==> src/include/dms_pkg.sv <==
// Shared constants and types for the debug-mode and security register block
package dms_pkg;
    // Address groups
    localparam logic [15:0] DP_LO          = 16'h0000;
    localparam logic [15:0] DP_HI          = 16'h005f;
    localparam logic [15:0] HP_LO          = 16'h1800;
    localparam logic [15:0] HP_HI          = 16'h184f;
    localparam logic [15:0] NV_LO          = 16'hffb0;
    localparam logic [15:0] NV_HI          = 16'hffbf;
    // High-page offsets
    localparam logic [15:0] OFS_RST_SRC    = 16'h1800;
    localparam logic [15:0] OFS_FORCE_RST  = 16'h1801;
    localparam logic [15:0] OFS_OPT_ONE    = 16'h1802;
    localparam logic [15:0] OFS_OPT_TWO    = 16'h1803;
    localparam logic [15:0] OFS_ID_HIGH    = 16'h1806;
    localparam logic [15:0] OFS_ID_LOW     = 16'h1807;
    localparam logic [15:0] OFS_WAKEUP     = 16'h1808;
    localparam logic [15:0] OFS_PMC_ONE    = 16'h1809;
    localparam logic [15:0] OFS_PMC_TWO    = 16'h180a;
    localparam logic [15:0] OFS_PMC_THREE  = 16'h180c;
    localparam logic [15:0] OFS_CMPA_HIGH  = 16'h1810;
    localparam logic [15:0] OFS_CMPA_LOW   = 16'h1811;
    localparam logic [15:0] OFS_CMPB_HIGH  = 16'h1812;
    localparam logic [15:0] OFS_CMPB_LOW   = 16'h1813;
    localparam logic [15:0] OFS_TRACE_HIGH = 16'h1814;
    localparam logic [15:0] OFS_TRACE_LOW  = 16'h1815;
    localparam logic [15:0] OFS_WORK_OPT   = 16'h1816;
    localparam logic [15:0] OFS_KEY_ENTRY  = 16'h1818;
    localparam logic [15:0] OFS_SEC_STAT   = 16'h1819;
    // Nonvolatile offsets
    localparam logic [15:0] OFS_FINE_TRIM  = 16'hffae;
    localparam logic [15:0] OFS_OSC_TRIM   = 16'hffaf;
    localparam logic [15:0] OFS_KEY_LO     = 16'hffb0;
    localparam logic [15:0] OFS_KEY_HI     = 16'hffb7;
    localparam logic [15:0] OFS_PROT       = 16'hffbd;
    localparam logic [15:0] OFS_NV_OPT     = 16'hffbf;
    // Fields
    localparam int          KEY_ENABLE_BIT_BIT      = 7;
    localparam int          FORCE_RST_BIT  = 0;
    localparam logic [1:0]  SEC_UNSECURED  = 2'b10;
    localparam int          KEY_BYTES      = 8;
    // Reset values
    localparam logic [7:0]  OPT_ONE_RST    = 8'h00;
    localparam logic [7:0]  OPT_TWO_RST    = 8'h00;
    localparam logic [7:0]  PMC_RST        = 8'h00;

    typedef enum logic [1:0] {
        MODE_RUN  = 2'b00,
        MODE_WAIT = 2'b01,
        MODE_BGND = 2'b10
    } dms_mode_t;

    typedef enum logic [2:0] {
        CMD_MEM        = 3'b000,
        CMD_MEM_STAT   = 3'b001,
        CMD_BDC_REG    = 3'b010,
        CMD_BACKGROUND = 3'b011,
        CMD_CPU_REG    = 3'b100,
        CMD_TRACE      = 3'b101,
        CMD_GO         = 3'b110
    } dms_cmd_t;
endpackage : dms_pkg

==> src/include/dms_dbg_if.sv <==
// Debug command gating signals between the top and the command filter
`timescale 1ns/1ns
`default_nettype none
interface dms_dbg_if;
    logic              valid;
    dms_pkg::dms_cmd_t cls;
    dms_pkg::dms_mode_t mode;
    logic              exec;
    logic              reject;
    logic              lp_err;
    modport gate (input valid, cls, mode, output exec, reject, lp_err);
    modport top  (output valid, cls, mode, input exec, reject, lp_err);
endinterface : dms_dbg_if
`default_nettype wire

==> src/dms_key_mem.sv <==
// Small comparison-key memory with registered read data
`timescale 1ns/1ns
`default_nettype none
module dms_key_mem #(
    parameter int W = 8,
    parameter int D = 8
) (
    // Clock
    input  wire logic                 clk_sys,
    // Write port
    input  wire logic                 we,
    input  wire logic [$clog2(D)-1:0] waddr,
    input  wire logic [W-1:0]         wdata,
    // Read port
    input  wire logic [$clog2(D)-1:0] raddr,
    output logic      [W-1:0]         rdata
);
    logic [W-1:0] mem [D];

    always_ff @(posedge clk_sys) begin
        if (we) begin
            mem[waddr] <= wdata;
        end
    end

    always_ff @(posedge clk_sys) begin
        rdata <= mem[raddr];
    end
endmodule : dms_key_mem
`default_nettype wire

==> src/dms_cmd_gate.sv <==
// Debug command filter by operating mode
`timescale 1ns/1ns
`default_nettype none
module dms_cmd_gate (
    // Clock and reset, for checks only
    input  wire logic clk_sys,
    input  wire logic rst,
    // Command path
    dms_dbg_if.gate   dbg
);
    logic nonintr;
    logic wait_ok;

    // Memory, status-memory, controller register and background request
    assign nonintr = dbg.cls inside {dms_pkg::CMD_MEM, dms_pkg::CMD_MEM_STAT,
                                     dms_pkg::CMD_BDC_REG, dms_pkg::CMD_BACKGROUND};
    assign wait_ok = dbg.cls inside {dms_pkg::CMD_BACKGROUND, dms_pkg::CMD_MEM_STAT};

    always_comb begin
        dbg.exec   = 1'b0;
        dbg.reject = 1'b0;
        dbg.lp_err = 1'b0;
        if (dbg.valid) begin
            unique case (dbg.mode)
                dms_pkg::MODE_RUN: begin
                    dbg.exec   = nonintr;
                    dbg.reject = !nonintr;
                end
                dms_pkg::MODE_WAIT: begin
                    // Status query answers without touching memory
                    dbg.exec   = dbg.cls == dms_pkg::CMD_BACKGROUND;
                    dbg.lp_err = dbg.cls == dms_pkg::CMD_MEM_STAT;
                    dbg.reject = !wait_ok;
                end
                dms_pkg::MODE_BGND: begin
                    dbg.exec   = dbg.cls != 3'h7;
                    dbg.reject = dbg.cls == 3'h7;
                end
                default: begin
                    dbg.reject = 1'b1;
                end
            endcase
        end
    end
endmodule : dms_cmd_gate
`default_nettype wire

==> src/dms_sysregs.sv <==
// System register bank with debug mode gating, wait mode and memory security
// Behaviour
// - Active background mode suspends user instructions; only debug commands proceed.
// - Non-intrusive debug commands run in run mode and active background mode.
// - Non-intrusive: memory, memory with status, controller registers, background request.
// - CPU register, trace and resume commands execute only in active background.
// - Wait instruction stops the CPU clock.
// - Entering wait clears the interrupt mask bit.
// - Interrupt in wait resumes processing with the stacking sequence.
// - In wait only background request and status memory commands are accepted.
// - Status memory command in wait skips access and reports low-power error.
// - Background request in wait wakes into active background mode.
// - Decode the high page range and fixed nonvolatile offsets; direct page addresses are not decoded and read as zero.
// - High-page registers start at 0x1800, outside direct addressing.
// - With key enable set, an 8-byte key can disengage security.
// - Key entry only from secure code, never from debug commands.
// - With key enable clear, only mass erase plus blank check unsecures.
// - Security bits 1:0 = 10 mean unsecured.
// - All other security bit values, erased included, engage security.
// - During reset the option byte is copied into the working option register.
// - When secure, unsecured or debug access to secure memory is blocked.
`timescale 1ns/1ns
`default_nettype none
module dms_sysregs #(
    parameter logic [7:0] ID_HIGH = 8'h05, // Arbitrary identity value
    parameter logic [7:0] ID_LOW  = 8'ha3  // Arbitrary identity value
) (
    // Clock and reset
    input  wire logic        clk_sys,
    input  wire logic        rst,
    // Register port
    input  wire logic [15:0] reg_addr,
    input  wire logic [7:0]  reg_wdata,
    input  wire logic        reg_wr,
    input  wire logic        reg_rd,
    input  wire logic        reg_from_dbg,
    input  wire logic        reg_src_secure,
    output logic      [7:0]  reg_rdata,
    // Nonvolatile load and reset capture
    input  wire logic [7:0]  nv_opt_in,
    input  wire logic [7:0]  nv_prot_in,
    input  wire logic [7:0]  nv_fine_trim,
    input  wire logic [7:0]  nv_osc_trim,
    input  wire logic        nv_key_we,
    input  wire logic [2:0]  nv_key_idx,
    input  wire logic [7:0]  nv_key_data,
    input  wire logic [7:0]  rst_cause,
    input  wire logic [15:0] trace_word,
    // Flash erase results
    input  wire logic        mass_erase_done,
    input  wire logic        blank_ok,
    // CPU side
    input  wire logic        wait_instr,
    input  wire logic        irq_req,
    output logic             cpu_run,
    output logic             cpu_clk_en,
    output logic             ccr_i_clr,
    output logic             stack_start,
    output logic             trace_step,
    output logic             force_rst,
    // Debug commands
    input  wire logic        dbg_valid,
    input  wire logic [2:0]  dbg_cls,
    output logic             dbg_exec,
    output logic             dbg_reject,
    output logic             dbg_lp_err,
    // Secure memory access check
    input  wire logic        mem_req,
    input  wire logic        mem_tgt_secure,
    input  wire logic        mem_src_secure,
    input  wire logic        mem_src_dbg,
    output logic             mem_allow,
    // Security state
    output logic             secure,
    output logic             redirect_off
);
    dms_pkg::dms_mode_t mode_ff;
    dms_pkg::dms_mode_t nxt_mode;
    logic [7:0]  working_option_register_ff;
    logic [7:0]  prot_ff;
    logic [7:0]  srs_ff;
    logic [7:0]  opt1_ff;
    logic [7:0]  opt2_ff;
    logic [7:0]  wake_ff;
    logic [7:0]  pmc1_ff;
    logic [7:0]  pmc2_ff;
    logic [7:0]  pmc3_ff;
    logic [15:0] cmpa_ff;
    logic [15:0] cmpb_ff;
    logic [7:0]  rdata_ff;
    logic [7:0]  nxt_rdata;
    logic        ccr_i_clr_ff;
    logic        stack_ff;
    logic        trace_ff;
    logic        force_ff;
    logic [2:0]  key_idx_ff;
    logic        key_pend_ff;
    logic        key_last_ff;
    logic        key_miss_ff;
    logic [7:0]  key_byte_ff;
    logic        key_unsec_ff;
    logic        erase_seen_ff;
    logic        erase_unsec_ff;
    logic [7:0]  key_rdata;
    logic        key_wr;
    logic        key_bad;
    logic        bg_req;

    dms_dbg_if dbg ();
    assign dbg.valid  = dbg_valid;
    assign dbg.cls    = dms_pkg::dms_cmd_t'(dbg_cls);
    assign dbg.mode   = mode_ff;
    assign dbg_exec   = dbg.exec;
    assign dbg_reject = dbg.reject;
    assign dbg_lp_err = dbg.lp_err;
    assign bg_req     = dbg.exec && dbg.cls == dms_pkg::CMD_BACKGROUND;

    dms_cmd_gate u_gate (
        .clk_sys (clk_sys),
        .rst     (rst),
        .dbg     (dbg.gate)
    );

    dms_key_mem #(.W(8), .D(dms_pkg::KEY_BYTES)) u_key (
        .clk_sys (clk_sys),
        .we      (nv_key_we),
        .waddr   (nv_key_idx),
        .wdata   (nv_key_data),
        .raddr   (key_idx_ff),
        .rdata   (key_rdata)
    );

    function automatic logic hit(input logic [15:0] a, input logic [15:0] lo, input logic [15:0] hi);
        return a >= lo && a <= hi;
    endfunction : hit
    // Mode sequencing
    always_comb begin
        nxt_mode = mode_ff;
        unique case (mode_ff)
            dms_pkg::MODE_RUN: begin
                if (bg_req) begin
                    nxt_mode = dms_pkg::MODE_BGND;
                end else if (wait_instr) begin
                    nxt_mode = dms_pkg::MODE_WAIT;
                end
            end
            dms_pkg::MODE_WAIT: begin
                if (bg_req) begin
                    nxt_mode = dms_pkg::MODE_BGND;
                end else if (irq_req) begin
                    nxt_mode = dms_pkg::MODE_RUN;
                end
            end
            dms_pkg::MODE_BGND: begin
                if (dbg.exec && dbg.cls == dms_pkg::CMD_GO) begin
                    nxt_mode = dms_pkg::MODE_RUN;
                end
            end
            default: begin
                nxt_mode = dms_pkg::MODE_RUN;
            end
        endcase
    end

    always_ff @(posedge clk_sys) begin
        if (rst) begin
            mode_ff <= dms_pkg::MODE_RUN;
        end else begin
            mode_ff <= nxt_mode;
        end
    end

    // One-cycle CPU events
    always_ff @(posedge clk_sys) begin
        if (rst) begin
            ccr_i_clr_ff <= 1'b0;
            stack_ff     <= 1'b0;
            trace_ff     <= 1'b0;
        end else begin
            ccr_i_clr_ff <= mode_ff == dms_pkg::MODE_RUN && nxt_mode == dms_pkg::MODE_WAIT;
            stack_ff     <= mode_ff == dms_pkg::MODE_WAIT && nxt_mode == dms_pkg::MODE_RUN;
            trace_ff     <= dbg.exec && dbg.cls == dms_pkg::CMD_TRACE;
        end
    end

    assign cpu_run     = mode_ff == dms_pkg::MODE_RUN;
    assign cpu_clk_en  = mode_ff != dms_pkg::MODE_WAIT;
    assign ccr_i_clr   = ccr_i_clr_ff;
    assign stack_start = stack_ff;
    assign trace_step  = trace_ff;
    assign force_rst   = force_ff;

    // Option, protection and reset cause captured while reset is held
    always_ff @(posedge clk_sys) begin
        if (rst) begin
            working_option_register_ff <= nv_opt_in;
            prot_ff <= nv_prot_in;
            srs_ff  <= rst_cause;
        end
    end

    assign redirect_off = working_option_register_ff[dms_pkg::KEY_ENABLE_BIT_BIT - 1];

    // Writable registers
    always_ff @(posedge clk_sys) begin
        if (rst) begin
            opt1_ff <= dms_pkg::OPT_ONE_RST;
            opt2_ff <= dms_pkg::OPT_TWO_RST;
            wake_ff <= dms_pkg::PMC_RST;
            pmc1_ff <= dms_pkg::PMC_RST;
            pmc2_ff <= dms_pkg::PMC_RST;
            pmc3_ff <= dms_pkg::PMC_RST;
            cmpa_ff <= 16'h0000;
            cmpb_ff <= 16'h0000;
        end else if (reg_wr) begin
            unique case (reg_addr)
                dms_pkg::OFS_OPT_ONE:   opt1_ff <= reg_wdata;
                dms_pkg::OFS_OPT_TWO:   opt2_ff <= reg_wdata;
                dms_pkg::OFS_WAKEUP:    wake_ff <= reg_wdata;
                dms_pkg::OFS_PMC_ONE:   pmc1_ff <= reg_wdata;
                dms_pkg::OFS_PMC_TWO:   pmc2_ff <= reg_wdata;
                dms_pkg::OFS_PMC_THREE: pmc3_ff <= reg_wdata;
                dms_pkg::OFS_CMPA_HIGH: cmpa_ff[15:8] <= reg_wdata;
                dms_pkg::OFS_CMPA_LOW:  cmpa_ff[7:0] <= reg_wdata;
                dms_pkg::OFS_CMPB_HIGH: cmpb_ff[15:8] <= reg_wdata;
                dms_pkg::OFS_CMPB_LOW:  cmpb_ff[7:0] <= reg_wdata;
                default: ;
            endcase
        end
    end

    // Forced reset only through the debug port
    always_ff @(posedge clk_sys) begin
        if (rst) begin
            force_ff <= 1'b0;
        end else begin
            force_ff <= reg_wr && reg_from_dbg && reg_addr == dms_pkg::OFS_FORCE_RST
                        && reg_wdata[dms_pkg::FORCE_RST_BIT];
        end
    end

    // Key entry: each byte is compared a cycle after its write
    assign key_wr  = reg_wr && reg_addr == dms_pkg::OFS_KEY_ENTRY && reg_src_secure && !reg_from_dbg
                     && working_option_register_ff[dms_pkg::KEY_ENABLE_BIT_BIT] && secure;
    assign key_bad = key_miss_ff || key_rdata != key_byte_ff;
    always_ff @(posedge clk_sys) begin
        if (rst) begin
            key_idx_ff  <= 3'h0;
            key_pend_ff <= 1'b0;
            key_last_ff <= 1'b0;
            key_miss_ff <= 1'b0;
            key_byte_ff <= 8'h00;
        end else begin
            key_pend_ff <= key_wr;
            if (key_wr) begin
                key_idx_ff  <= key_idx_ff + 3'h1;
                key_last_ff <= key_idx_ff == 3'(dms_pkg::KEY_BYTES - 1);
                key_byte_ff <= reg_wdata;
            end
            if (key_pend_ff) begin
                key_miss_ff <= key_last_ff ? 1'b0 : key_bad;
            end
        end
    end

    // Unsecure sticky flags; only reset re-arms security
    always_ff @(posedge clk_sys) begin
        if (rst) begin
            key_unsec_ff   <= 1'b0;
            erase_seen_ff  <= 1'b0;
            erase_unsec_ff <= 1'b0;
        end else begin
            if (key_pend_ff && key_last_ff && !key_bad) begin
                key_unsec_ff <= 1'b1;
            end
            if (mass_erase_done) begin
                erase_seen_ff <= 1'b1;
            end
            if (erase_seen_ff && blank_ok) begin
                erase_unsec_ff <= 1'b1;
            end
        end
    end

    assign secure    = working_option_register_ff[1:0] != dms_pkg::SEC_UNSECURED
                       && !key_unsec_ff && !erase_unsec_ff;
    assign mem_allow = !(secure && mem_tgt_secure && (!mem_src_secure || mem_src_dbg));

    // Read decode
    always_comb begin
        nxt_rdata = 8'h00;
        if (hit(reg_addr, dms_pkg::HP_LO, dms_pkg::HP_HI)) begin
            unique case (reg_addr)
                dms_pkg::OFS_RST_SRC:    nxt_rdata = srs_ff;
                dms_pkg::OFS_OPT_ONE:    nxt_rdata = opt1_ff;
                dms_pkg::OFS_OPT_TWO:    nxt_rdata = opt2_ff;
                dms_pkg::OFS_ID_HIGH:    nxt_rdata = ID_HIGH;
                dms_pkg::OFS_ID_LOW:     nxt_rdata = ID_LOW;
                dms_pkg::OFS_WAKEUP:     nxt_rdata = wake_ff;
                dms_pkg::OFS_PMC_ONE:    nxt_rdata = pmc1_ff;
                dms_pkg::OFS_PMC_TWO:    nxt_rdata = pmc2_ff;
                dms_pkg::OFS_PMC_THREE:  nxt_rdata = pmc3_ff;
                dms_pkg::OFS_CMPA_HIGH:  nxt_rdata = cmpa_ff[15:8];
                dms_pkg::OFS_CMPA_LOW:   nxt_rdata = cmpa_ff[7:0];
                dms_pkg::OFS_CMPB_HIGH:  nxt_rdata = cmpb_ff[15:8];
                dms_pkg::OFS_CMPB_LOW:   nxt_rdata = cmpb_ff[7:0];
                dms_pkg::OFS_TRACE_HIGH: nxt_rdata = trace_word[15:8];
                dms_pkg::OFS_TRACE_LOW:  nxt_rdata = trace_word[7:0];
                dms_pkg::OFS_WORK_OPT:   nxt_rdata = working_option_register_ff;
                dms_pkg::OFS_SEC_STAT:   nxt_rdata = {5'h00, erase_unsec_ff, key_unsec_ff, secure};
                default:                 nxt_rdata = 8'h00;
            endcase
        end else begin
            // Key bytes never read back
            unique case (reg_addr)
                dms_pkg::OFS_FINE_TRIM: nxt_rdata = nv_fine_trim;
                dms_pkg::OFS_OSC_TRIM:  nxt_rdata = nv_osc_trim;
                dms_pkg::OFS_PROT:      nxt_rdata = prot_ff;
                dms_pkg::OFS_NV_OPT:    nxt_rdata = working_option_register_ff;
                default:                nxt_rdata = 8'h00;
            endcase
        end
    end

    always_ff @(posedge clk_sys) begin
        if (rst) begin
            rdata_ff <= 8'h00;
        end else begin
            rdata_ff <= reg_rd ? nxt_rdata : 8'h00;
        end
    end
    assign reg_rdata = rdata_ff;
endmodule : dms_sysregs
`default_nettype wire

==> config.mk <==
export PLATFORM = sky130hd
export DESIGN_NAME = dms_sysregs
export DESIGN_NICKNAME = d
export VERILOG_FILES = /design/src/include/dms_pkg.sv /design/src/include/dms_dbg_if.sv /design/src/dms_key_mem.sv /design/src/dms_cmd_gate.sv /design/src/dms_sysregs.sv
export SDC_FILE = /design/constraint.sdc
export NUM_CORES = 1
export LEC_CHECK = 0
export ABC_CLOCK_PERIOD_IN_PS = 3050
export BUFFER_PORTS_ARGS = -buffer_cell sky130_fd_sc_hd__buf_2
export CAP_MARGIN = 20
export CORE_ASPECT_RATIO = 1.2
export CORE_MARGIN = 4
export CORE_UTILIZATION = 60
export DETAILED_ROUTE_END_ITERATION = 8
export PLACE_DENSITY_LB_ADDON = 0.25
export SLEW_MARGIN = 20
export SYNTH_ARGS = -nofsm -noshare
export SYNTH_HDL_FRONTEND = slang
export SYNTH_SLANG_ARGS = --single-unit
==> constraint.sdc <==
create_clock -name clk_sys -period 3.05 [get_ports clk_sys]
set_clock_uncertainty 0.15 [all_clocks]
set_input_delay 0.305 -clock clk_sys [delete_from_list [all_inputs] [get_ports clk_sys]]
set_output_delay 0.305 -clock clk_sys [all_outputs]
set_load 0.05 [all_outputs]
==> results of run 1 <==
==> cell usage after synthesis (4+ instances only) <==
library cell / instances
mux2_2: 17
a2111oi_0: 6
a32oi_1: 7
a21oi_1: 72
nor4_1: 6
and4_1: 9
a41oi_1: 7
dfxtp_1: 119
a31oi_1: 5
nand2b_1: 10
edfxtp_1: 88
nor2b_1: 8
buf_2: 20
nor4b_1: 5
a22oi_1: 14
nor4bb_1: 4
a22o_1: 7
and2_1: 4
o22ai_1: 4
o21ai_0: 25
xnor2_1: 8
inv_1: 9
mux4_2: 16
nor2_1: 53
a222oi_1: 5
clkbuf_1: 29
nand3b_1: 4
nand2_1: 130
nand3_1: 22
nor3b_1: 6
mux2i_1: 30
a211oi_1: 6
nand4_1: 10
nor3_1: 13
and3_1: 7
==> sequential cells by signal, summed over array words and instances, names as in the netlist, 2 cells and up <==
| name | cells |
|---|---|
| wake_ff | 8 |
| srs_ff | 8 |
| key_byte_ff | 8 |
| cmpa_ff | 16 |
| dbg.mode | 2 |
| u_key.mem | 64 |
| pmc3_ff | 8 |
| working_option_register_ff | 8 |
| pmc1_ff | 8 |
| u_key.rdata | 8 |
| opt2_ff | 8 |
| opt1_ff | 8 |
| prot_ff | 8 |
| pmc2_ff | 8 |
| reg_rdata | 8 |
| key_idx_ff | 3 |
| cmpb_ff | 16 |
==> worst max-delay path: stages <==
cell	delay [ns]
buf_2	0.29
nor4b_4	0.44
nand3_1	0.37
o32ai_2	0.62
a2111oi_0	0.24
a41oi_1	0.26
==> power groups by stage <==
stage	logic, mW	clock network (mW)	registers (mW)
detailed placement	0.373	0	3.04
floorplan	0.183	0	3.04
global placement	0.367	0	3.04
global route	0.451	2.83	2.98
CTS	0.418	2.70	2.98
finish	0.426	2.67	2.98
==> kinds of logic after synthesis <==
logic type,Yosys count,synth area share
multiplexers,63,0.0929
adder cells (fa/ha/maj),2,0.00273
buffers and inverters,68,0.0356
AND/OR/NAND/NOR,325,0.190
flip-flops,207,0.548
AO/OA/AOI/OAI,175,0.123
XOR/XNOR,9,0.00859
==> layout make-up <==
class                      instances  area, sq um
fill                            1037         3810
sequential                       207         5020
tap                              204          255
clock inverter                    11          139
inverter                           9         33.8
clock buffer                      27          579
multi-input combinational        574         3820
timing repair buffer             206         1350
==> metrics by stage <==
stage          area [sq um]  hold WS [ns]  setup slack [ns]  utilization
2_1_floorplan          9180         0.254            0.0245            -
3_3_place_gp          10100         0.286             0.454        0.670
3_5_place_dp          10100         0.291             0.444        0.670
4_1_cts               11200       0.00254             0.801        0.746
5_1_grt               11200        0.0136             0.715        0.746
6_report              11200        0.0111             0.785        0.746
==> what timing repair did <==
action                                  4_1_cts  5_1_grt
endpoints found under the setup margin        0        0
hold endpoints to repair                     98        0
hold buffers                                 43        0
==> metal layers <==
metal / part of all wire / wire length, microns
met1: 0.37 / 9950
met2: 0.48 / 13100
met3: 0.097 / 2630
met4: 0.050 / 1350
met5: 0 / 0
==> worst paths after layout <==
check | start | endpoint | slack, ns
max reg2reg | srs_ff[7] | reg_rdata[7] | 0.97
min | nv_fine_trim[3] | reg_rdata[3] | 0.01
max | reg_addr[4] | reg_rdata[0] | 0.78
min reg2reg | opt1_ff[0] | opt1_ff[0] | 0.30
==> impl_metrics.py, run 1 <==
metrics = {
    "place": {
        "io_buffers": 128,
        "dp.final_hpwl_microns": 18400,
        "gp_congestion": 0.982,
        "dp.cells": 1157,
    },
    "synth": {
        "yosysTopAreaCellShare": 0.288,
        "synth-seq-area-share": 0.548,
        "syn_area_per_cell_sq_um": 10.8,
        "synthesis.area_sq_mm": 0.00918,
        "synth_edf_count": 88,
        "yosys_warnings": 0,
        "synth_area_leaders": "edfxtp_1 (29%), dfxtp_1 (26%), nand2_1 (5.3%)",
        "synth_cell_types": 75,
        "yosys.area.top_type": "edfxtp_1",
        "synth.ff_latch_count": 207,
        "synth_flop_cell": "dfxtp_1",
        "synth.net_count": 961,
        "syn_inst": 849,
        "synth-async-reset-ratio": 0,
    },
    "timing": {
        "hold_violations": 0,
        "worst_pin_slew_ns": 0.871,
        "slew_headroom": 0.417,
        "finalSetupTns_ns": 0,
        "max_freq_mhz": 441,
        "slew_violations": 0,
        "setup_viol": 0,
        "period_share": 0.743,
        "period_needed_ns": 2.27,
        "rsz0062_at_grt": "false",
    },
    "clock_network": {
        "numCtsBuffers": 21,
        "ctsResizeCount": 0,
        "clock_latency_ns": 0.50,
        "clk_path_buf_depth": 3,
        "clkTransAtPathRegs_ns": 0.07,
        "cts-root-buf": "clkbuf_16",
        "ctsHtreeMaxLevel": 1,
        "post_cts_buffers": 0,
        "cts.sinks": 207,
        "cts_tree": "built",
    },
    "route": {
        "dr.pass1.iters": 5,
        "viasPerCell": 6.17,
        "wl_microns": 27000,
        "drc": 0,
        "wl_per_cell_microns": 21.8,
        "vias": 7639,
        "drt_iter0_markers": 808,
        "antenna_left": 0,
    },
    "setup_path": {
        "crit_arrival_ns": 2.53,
        "rr_worst_depth": 5,
        "worstSetupPathType": "primary input to flop",
        "critPathMaxFanout": 15,
        "cp.required_ns": 3.32,
        "startpoint_type": "primary input",
        "endpoint_kind": "flop",
    },
    "power_and_ir_drop": {
        "combPwrFrac": 0.070,
        "power_frac_seq": 0.490,
        "p_sw_frac": 0.223,
        "finalPower_mw": 6.08,
        "vdd_drop_max_v": 0.000619,
        "p_int_mw": 4.72,
        "switching_power_mw": 1.36,
        "powerDensity_mw_per_mm2": 542,
        "p_clk_frac": 0.440,
        "p_leak_nw": 4.00,
    },
    "floorplanning": {
        "core-area_sq_mm": 0.0150,
        "initial_core_util": 0.611,
        "ios": 130,
        "dieArea_sq_mm": 0.0173,
        "row_count": 49,
        "die_w_microns": 121,
        "fp.dieH_microns": 143,
    },
    "worst_hold_path": {
        "holdCritPathClass": "primary input to flop",
        "holdPathStages": 3,
    },
    "grt": {
        "grt_pass1_wl_microns": 41300,
        "grt_overflow": 0,
        "grtUsageMet2": 0.520,
        "grt.total_usage": 0.307,
        "grt_busiest_layer": "met2",
        "antenna_found_initial": 0,
        "grt_pass1_vias": 7394,
        "use_met3": 0.0606,
        "grt_util_met1": 0.375,
        "grt_max_degree": 62,
    },
    "finish": {
        "drive_gt1_frac": 0.239,
        "instances_no_fill": 1238,
        "final_common_cell": "nand2_1",
        "layout.nets": 1131,
        "final_cell_mix": "nand2_1 (130), buf_2 (127), dfxtp_1 (119), edfxtp_1 (88), a21oi_1 (72)",
        "syn2layout_area_growth_pct": 22.1,
        "num_antenna_cells": 0,
    },
    "job": {
        "drv_cap": 0,
    },
    "outcome": {
        "status": "finished, final reports clean",
    },
}
Power figures use the tool's default switching activity.
==> run 2: changes to the inputs <==
--- a/config.mk
+++ b/config.mk
@@ -5,12 +5,12 @@
 export SDC_FILE = /design/constraint.sdc
 export NUM_CORES = 1
 export LEC_CHECK = 0
-export ABC_CLOCK_PERIOD_IN_PS = 3050
+export ABC_CLOCK_PERIOD_IN_PS = 2200
 export BUFFER_PORTS_ARGS = -buffer_cell sky130_fd_sc_hd__buf_2
 export CAP_MARGIN = 20
 export CORE_ASPECT_RATIO = 1.2
 export CORE_MARGIN = 4
-export CORE_UTILIZATION = 60
+export CORE_UTILIZATION = 57
 export DETAILED_ROUTE_END_ITERATION = 8
 export PLACE_DENSITY_LB_ADDON = 0.25
 export SLEW_MARGIN = 20
==> constraint.sdc (replaced) <==
create_clock -name clk_sys -period 2.2 [get_ports clk_sys]
set_clock_uncertainty 0.15 [all_clocks]
set_input_delay 0.22 -clock clk_sys [delete_from_list [all_inputs] [get_ports clk_sys]]
set_output_delay 0.22 -clock clk_sys [all_outputs]
set_load 0.05 [all_outputs]
==> impl_metrics.py, run 2 (same netlist as run 1, synthesis figures left out) <==
metrics = {
    "floorplanning": {
        "ios": 130,
        "fp.dieH_microns": 147,
        "die_w_microns": 124,
        "initial_core_util": 0.584,
        "row_count": 50,
        "dieArea_sq_mm": 0.0182,
        "core-area_sq_mm": 0.0157,
    },
    "finish": {
        "final_common_cell": "nand2_1",
        "largest-register": "u_key.mem",
        "fillCellCount": 1006,
        "multiInputGateArea_sq_mm": 0.00384,
        "drive_gt1_frac": 0.301,
        "regArea_sq_mm": 0.00502,
        "stdcell_area_sq_mm": 0.0122,
        "final_cell_mix": "nand2_1 (130), buf_2 (127), buf_4 (124), dfxtp_1 (119), edfxtp_1 (88)",
        "largest_register_ffs": 64,
        "layout.nets": 1241,
        "top_regs": "u_key.mem x64, cmpa_ff x16, cmpb_ff x16",
        "num_antenna_cells": 0,
        "syn2layout_area_growth_pct": 32.6,
    },
    "power_and_ir_drop": {
        "p_leak_nw": 4.56,
        "powerDensity_mw_per_mm2": 706,
        "power_frac_seq": 0.481,
        "p_int_mw": 6.67,
        "combPwrFrac": 0.081,
        "vdd_drop_max_v": 0.00102,
        "p_sw_frac": 0.224,
        "switching_power_mw": 1.92,
        "p_clk_frac": 0.438,
    },
    "setup_path": {
        "reg2reg_from": "opt1_ff[5]",
        "r2r_slack_ns": 0.12,
        "rr_worst_depth": 5,
        "r2r_end": "reg_rdata[5]",
        "worstSetupPathType": "flop to primary output",
        "endpoint_kind": "primary output",
        "cp.required_ns": 1.83,
        "critPathMaxFanout": 5,
        "crit_arrival_ns": 1.77,
        "startpoint_type": "flop",
    },
    "route": {
        "drt_iter0_markers": 732,
        "drc": 0,
        "vias": 8120,
        "wl_per_cell_microns": 22.1,
        "dr.pass1.iters": 5,
        "antenna_left": 0,
        "wl_microns": 29800,
        "viasPerCell": 6.01,
    },
    "job": {
        "drv_cap": 0,
    },
    "outcome": {
        "status": "finished, final reports clean",
    },
    "clock_network": {
        "clkTransAtPathRegs_ns": 0.06,
        "cts-root-buf": "clkbuf_16",
        "ctsHtreeMaxLevel": 1,
        "clock_latency_ns": 0.50,
        "cts.sinks": 207,
        "cts_tree": "built",
        "clk_path_buf_depth": 3,
        "post_cts_buffers": 0,
        "numCtsBuffers": 21,
    },
    "worst_hold_path": {
        "hp-start": "rst",
        "holdCritPathClass": "primary input to flop",
        "holdPathStages": 2,
        "hold_end": "pmc3_ff[7]",
    },
    "grt": {
        "grt_pass1_wl_microns": 44900,
        "grt_overflow": 0,
        "grt.total_usage": 0.324,
        "grt_pass1_vias": 8222,
        "grt_max_degree": 38,
        "antenna_found_initial": 0,
    },
    "place": {
        "pre_cts_ws_ns": -0.260,
        "gp_congestion": 1.06,
        "place_area_sq_mm": 0.0109,
        "dp.final_hpwl_microns": 20900,
        "io_buffers": 128,
    },
    "timing": {
        "slew_violations": 0,
        "rsz0062_at_grt": "false",
        "final.setup.worst_slack_ns": 0.0630,
        "hold_violations": 0,
        "max_freq_mhz": 468,
        "setup_viol": 0,
        "worst_pin_slew_ns": 0.931,
        "period_share": 0.971,
        "slew_headroom": 0.371,
        "period_needed_ns": 2.14,
    },
}
-- run 2: cell types whose count changed in the layout (fill, tap and decap cells not counted), sizes merged --
cell,change
clkbuf,-1
buf,+95
inv,+2
bufinv,+1
dlygate4sd3,+15
clkinv,-1
clkinvlp,-2
-- run 2: routing by layer --
| metal | vias up | track usage | share of wire |
|---|---|---|---|
| met1 | 3809 | 0.388 | 0.36 |
| met5 | - | 0 | 0 |
| met3 | 117 | 0.0520 | 0.087 |
| li1 | 3731 | - | - |
| met4 | 0 | 0.179 | 0.065 |
| met2 | 463 | 0.549 | 0.48 |
-- run 2: area by class of cell --
class / instances / area share
Timing Repair Buffer: 316 / 0.188
Clock buffer: 26 / 0.0455
Tap cell: 208 / 0.0214
Inverter: 9 / 0.00278
Sequential cell: 207 / 0.413
Multi-Input combinational cell: 574 / 0.316
Clock inverter: 11 / 0.0136
-- run 2: worst max path at each step --
| stage | from | end | cells after the start |
|---|---|---|---|
| 4_1_cts | working_option_register_ff[0] | mem_allow | 4 |
| 5_1_grt | srs_ff[7] | reg_rdata[7] | 6 |
| 6_report | working_option_register_ff[0] | mem_allow | 4 |
| 3_3_place_gp | reg_addr[0] | reg_rdata[3] | 7 |
| 3_5_place_dp | reg_addr[0] | reg_rdata[3] | 7 |
| 2_1_floorplan | dbg.mode[1] | dbg_reject | 3 |
-- run 2: per-stage QoR --
stage / utilization / hold slack, ns / power [mW] / cells / TNS [ns]
6_report: 0.775 / 0.00637 / 8.59 / 1351 / 0
3_3_place_gp: 0.692 / 0.246 / 4.80 / 1256 / -2.56
5_1_grt: 0.775 / 0.0300 / 8.82 / 1351 / 0
4_1_cts: 0.775 / 0.00155 / 8.61 / 1351 / 0
3_5_place_dp: 0.692 / 0.248 / 4.81 / 1256 / -1.92
2_1_floorplan: - / 0.169 / 4.47 / 849 / 0
-- run 2: repair_timing --
action / in CTS / in global routing
hold buffers: 58 / 0
endpoints found under the setup margin: 0 / 1
hold endpoints to repair: 151 / 0
resized for setup: 0 / 1
-- run 2: critical path, stage by stage (launching register included) --
cell and delay [ns]:
edfxtp_1 0.42, inv_1 0.10, a211oi_4 0.41, nand3_1 0.12, buf_2 0.23
-- run 2: power groups by stage --
stage	Clock (mW)	Sequential (mW)	Combinational [mW]
2_1_floorplan	0	4.21	0.258
3_3_place_gp	0	4.21	0.589
3_5_place_dp	0	4.22	0.595
4_1_cts	3.79	4.13	0.680
5_1_grt	3.95	4.14	0.732
6_report	3.76	4.13	0.695
==> run 3: changes to the inputs <==
--- a/config.mk
+++ b/config.mk
@@ -12,7 +12,7 @@
 export CORE_MARGIN = 4
 export CORE_UTILIZATION = 57
 export DETAILED_ROUTE_END_ITERATION = 8
-export PLACE_DENSITY_LB_ADDON = 0.25
+export PLACE_DENSITY = 0.85
 export SLEW_MARGIN = 20
 export SYNTH_ARGS = -nofsm -noshare
 export SYNTH_HDL_FRONTEND = slang
==> impl_metrics.py, run 3 (same netlist as run 1, synthesis figures left out) <==
metrics = {
    "finish": {
        "fin_util": 0.776,
        "instances_no_fill": 1360,
        "syn2layout_area_growth_pct": 32.9,
        "largest_register_ffs": 64,
        "drive_gt1_frac": 0.305,
        "stdcell_area_sq_mm": 0.0122,
        "largest-register": "u_key.mem",
        "top_regs": "u_key.mem x64, cmpa_ff x16, cmpb_ff x16",
        "num_antenna_cells": 0,
        "layout.nets": 1248,
        "final_cell_mix": "nand2_1 (130), buf_4 (130), buf_2 (127), dfxtp_1 (119), edfxtp_1 (88)",
    },
    "timing": {
        "period_needed_ns": 2.11,
        "slew_violations": 0,
        "whs_ns": 0.0380,
        "setup_viol": 0,
        "worst_pin_slew_ns": 0.579,
        "slew_headroom": 0.614,
        "rsz0062_at_grt": "false",
        "period_share": 0.960,
        "finalSetupTns_ns": 0,
        "final.setup.worst_slack_ns": 0.0876,
        "max_freq_mhz": 473,
        "hold_violations": 0,
    },
    "power_and_ir_drop": {
        "finalPower_mw": 8.42,
        "powerDensity_mw_per_mm2": 691,
        "vdd_drop_max_v": 0.00115,
        "p_leak_nw": 4.58,
    },
    "setup_path": {
        "endpoint": "force_rst",
        "r2r_end": "reg_rdata[7]",
        "rr_worst_depth": 6,
        "startpoint_type": "primary input",
        "crit_arrival_ns": 2.41,
        "reg2reg_from": "srs_ff[7]",
        "worstSetupPathType": "primary input to flop",
        "cp.required_ns": 2.49,
        "critPathMaxFanout": 8,
        "endpoint_kind": "flop",
        "cp-startpoint": "reg_addr[8]",
        "r2r_slack_ns": 0.10,
    },
    "clock_network": {
        "cts-root-buf": "clkbuf_16",
        "numCtsBuffers": 22,
        "cts_tree": "built",
        "ctsHtreeMaxLevel": 1,
        "clkTransAtPathRegs_ns": 0.06,
        "clk_path_buf_depth": 3,
        "clock_latency_ns": 0.50,
        "post_cts_buffers": 0,
        "cts.sinks": 207,
    },
    "grt": {
        "grt_pass1_wl_microns": 46500,
        "grt_pass1_vias": 8390,
        "grt.total_usage": 0.335,
        "grt_overflow": 0,
        "antenna_found_initial": 0,
        "grt_max_degree": 41,
    },
    "place": {
        "dp.cells": 1261,
        "pre_cts_ws_ns": -0.278,
        "place_area_sq_mm": 0.0109,
        "gp_congestion": 1.02,
        "dp.final_hpwl_microns": 21200,
        "io_buffers": 128,
    },
    "job": {
        "drv_cap": 0,
    },
    "floorplanning": {
        "die_w_microns": 124,
        "initial_core_util": 0.584,
        "fp.dieH_microns": 147,
        "dieArea_sq_mm": 0.0182,
        "row_count": 50,
        "core-area_sq_mm": 0.0157,
        "ios": 130,
    },
    "worst_hold_path": {
        "holdCritPathClass": "primary input to flop",
    },
    "route": {
        "wl_per_cell_microns": 22.4,
        "viasPerCell": 6.08,
        "drt_iter0_markers": 1003,
        "wl_microns": 30400,
        "antenna_left": 0,
        "vias": 8269,
        "dr.pass1.iters": 6,
        "drc": 0,
    },
    "outcome": {
        "status": "finished, final reports clean",
    },
}
==> run 3: cell count changes in the layout (fill, tap and decap cells not counted), sizes merged <==
cell,change
clkinv,+3
bufinv,-3
inv,-2
clkinvlp,+1
dlygate4sd3,+1
clkbuf,+4
buf,+5
==> run 3: layer usage <==
metal	share of wire	global-route usage	vias to the layer above
met3	0.092	0.0539	112
met1	0.36	0.415	3905
li1	-	-	3745
met2	0.49	0.560	507
met5	0	0	-
met4	0.058	0.169	0
==> run 3: worst min path at each step <==
stage / from / to / depth (start not counted)
4_1_cts: reg_src_secure / key_pend_ff / 5
3_5_place_dp: rst_cause[1] / srs_ff[1] / 1
6_report: reg_src_secure / key_pend_ff / 5
3_3_place_gp: rst_cause[6] / srs_ff[6] / 1
2_1_floorplan: nv_prot_in[0] / prot_ff[0] / 0
5_1_grt: reg_wdata[0] / pmc2_ff[0] / 3
==> run 3: report_power, final <==
group | total, mW | leakage [nW] | switching [mW] | internal [mW]
registers | 4.14 | 1.78 | 0.0417 | 4.09
logic | 0.697 | 2.46 | 0.397 | 0.300
clock network | 3.59 | 0.342 | 1.51 | 2.08
total | 8.42 | 4.58 | 1.95 | 6.48
==> run 3: cell type report <==
type,instances,area [sq um]
flip-flops and latches,207,5020
multi-input cells,574,3850
fillers,973,3510
repair buffers,322,2320
clock buffers,30,612
well taps,208,260
clock inverters,10,90.1
inverters,9,33.8
==> run 3: critical path: stages <==
cell and delay, ns:
buf_2 0.11, or4bb_1 0.50, buf_4 0.20, nor3_2 0.32, buf_4 0.19, nand2_1 0.06
nor4_1 0.25, dlygate4sd3_1 0.57
==> run 3: timing repair <==
| item | CTS | global route |
|---|---|---|
| hold endpoints to repair | 143 | 0 |
| gates resized for setup | 0 | 2 |
| hold buffers | 59 | 0 |
| setup endpoints to repair | 0 | 2 |
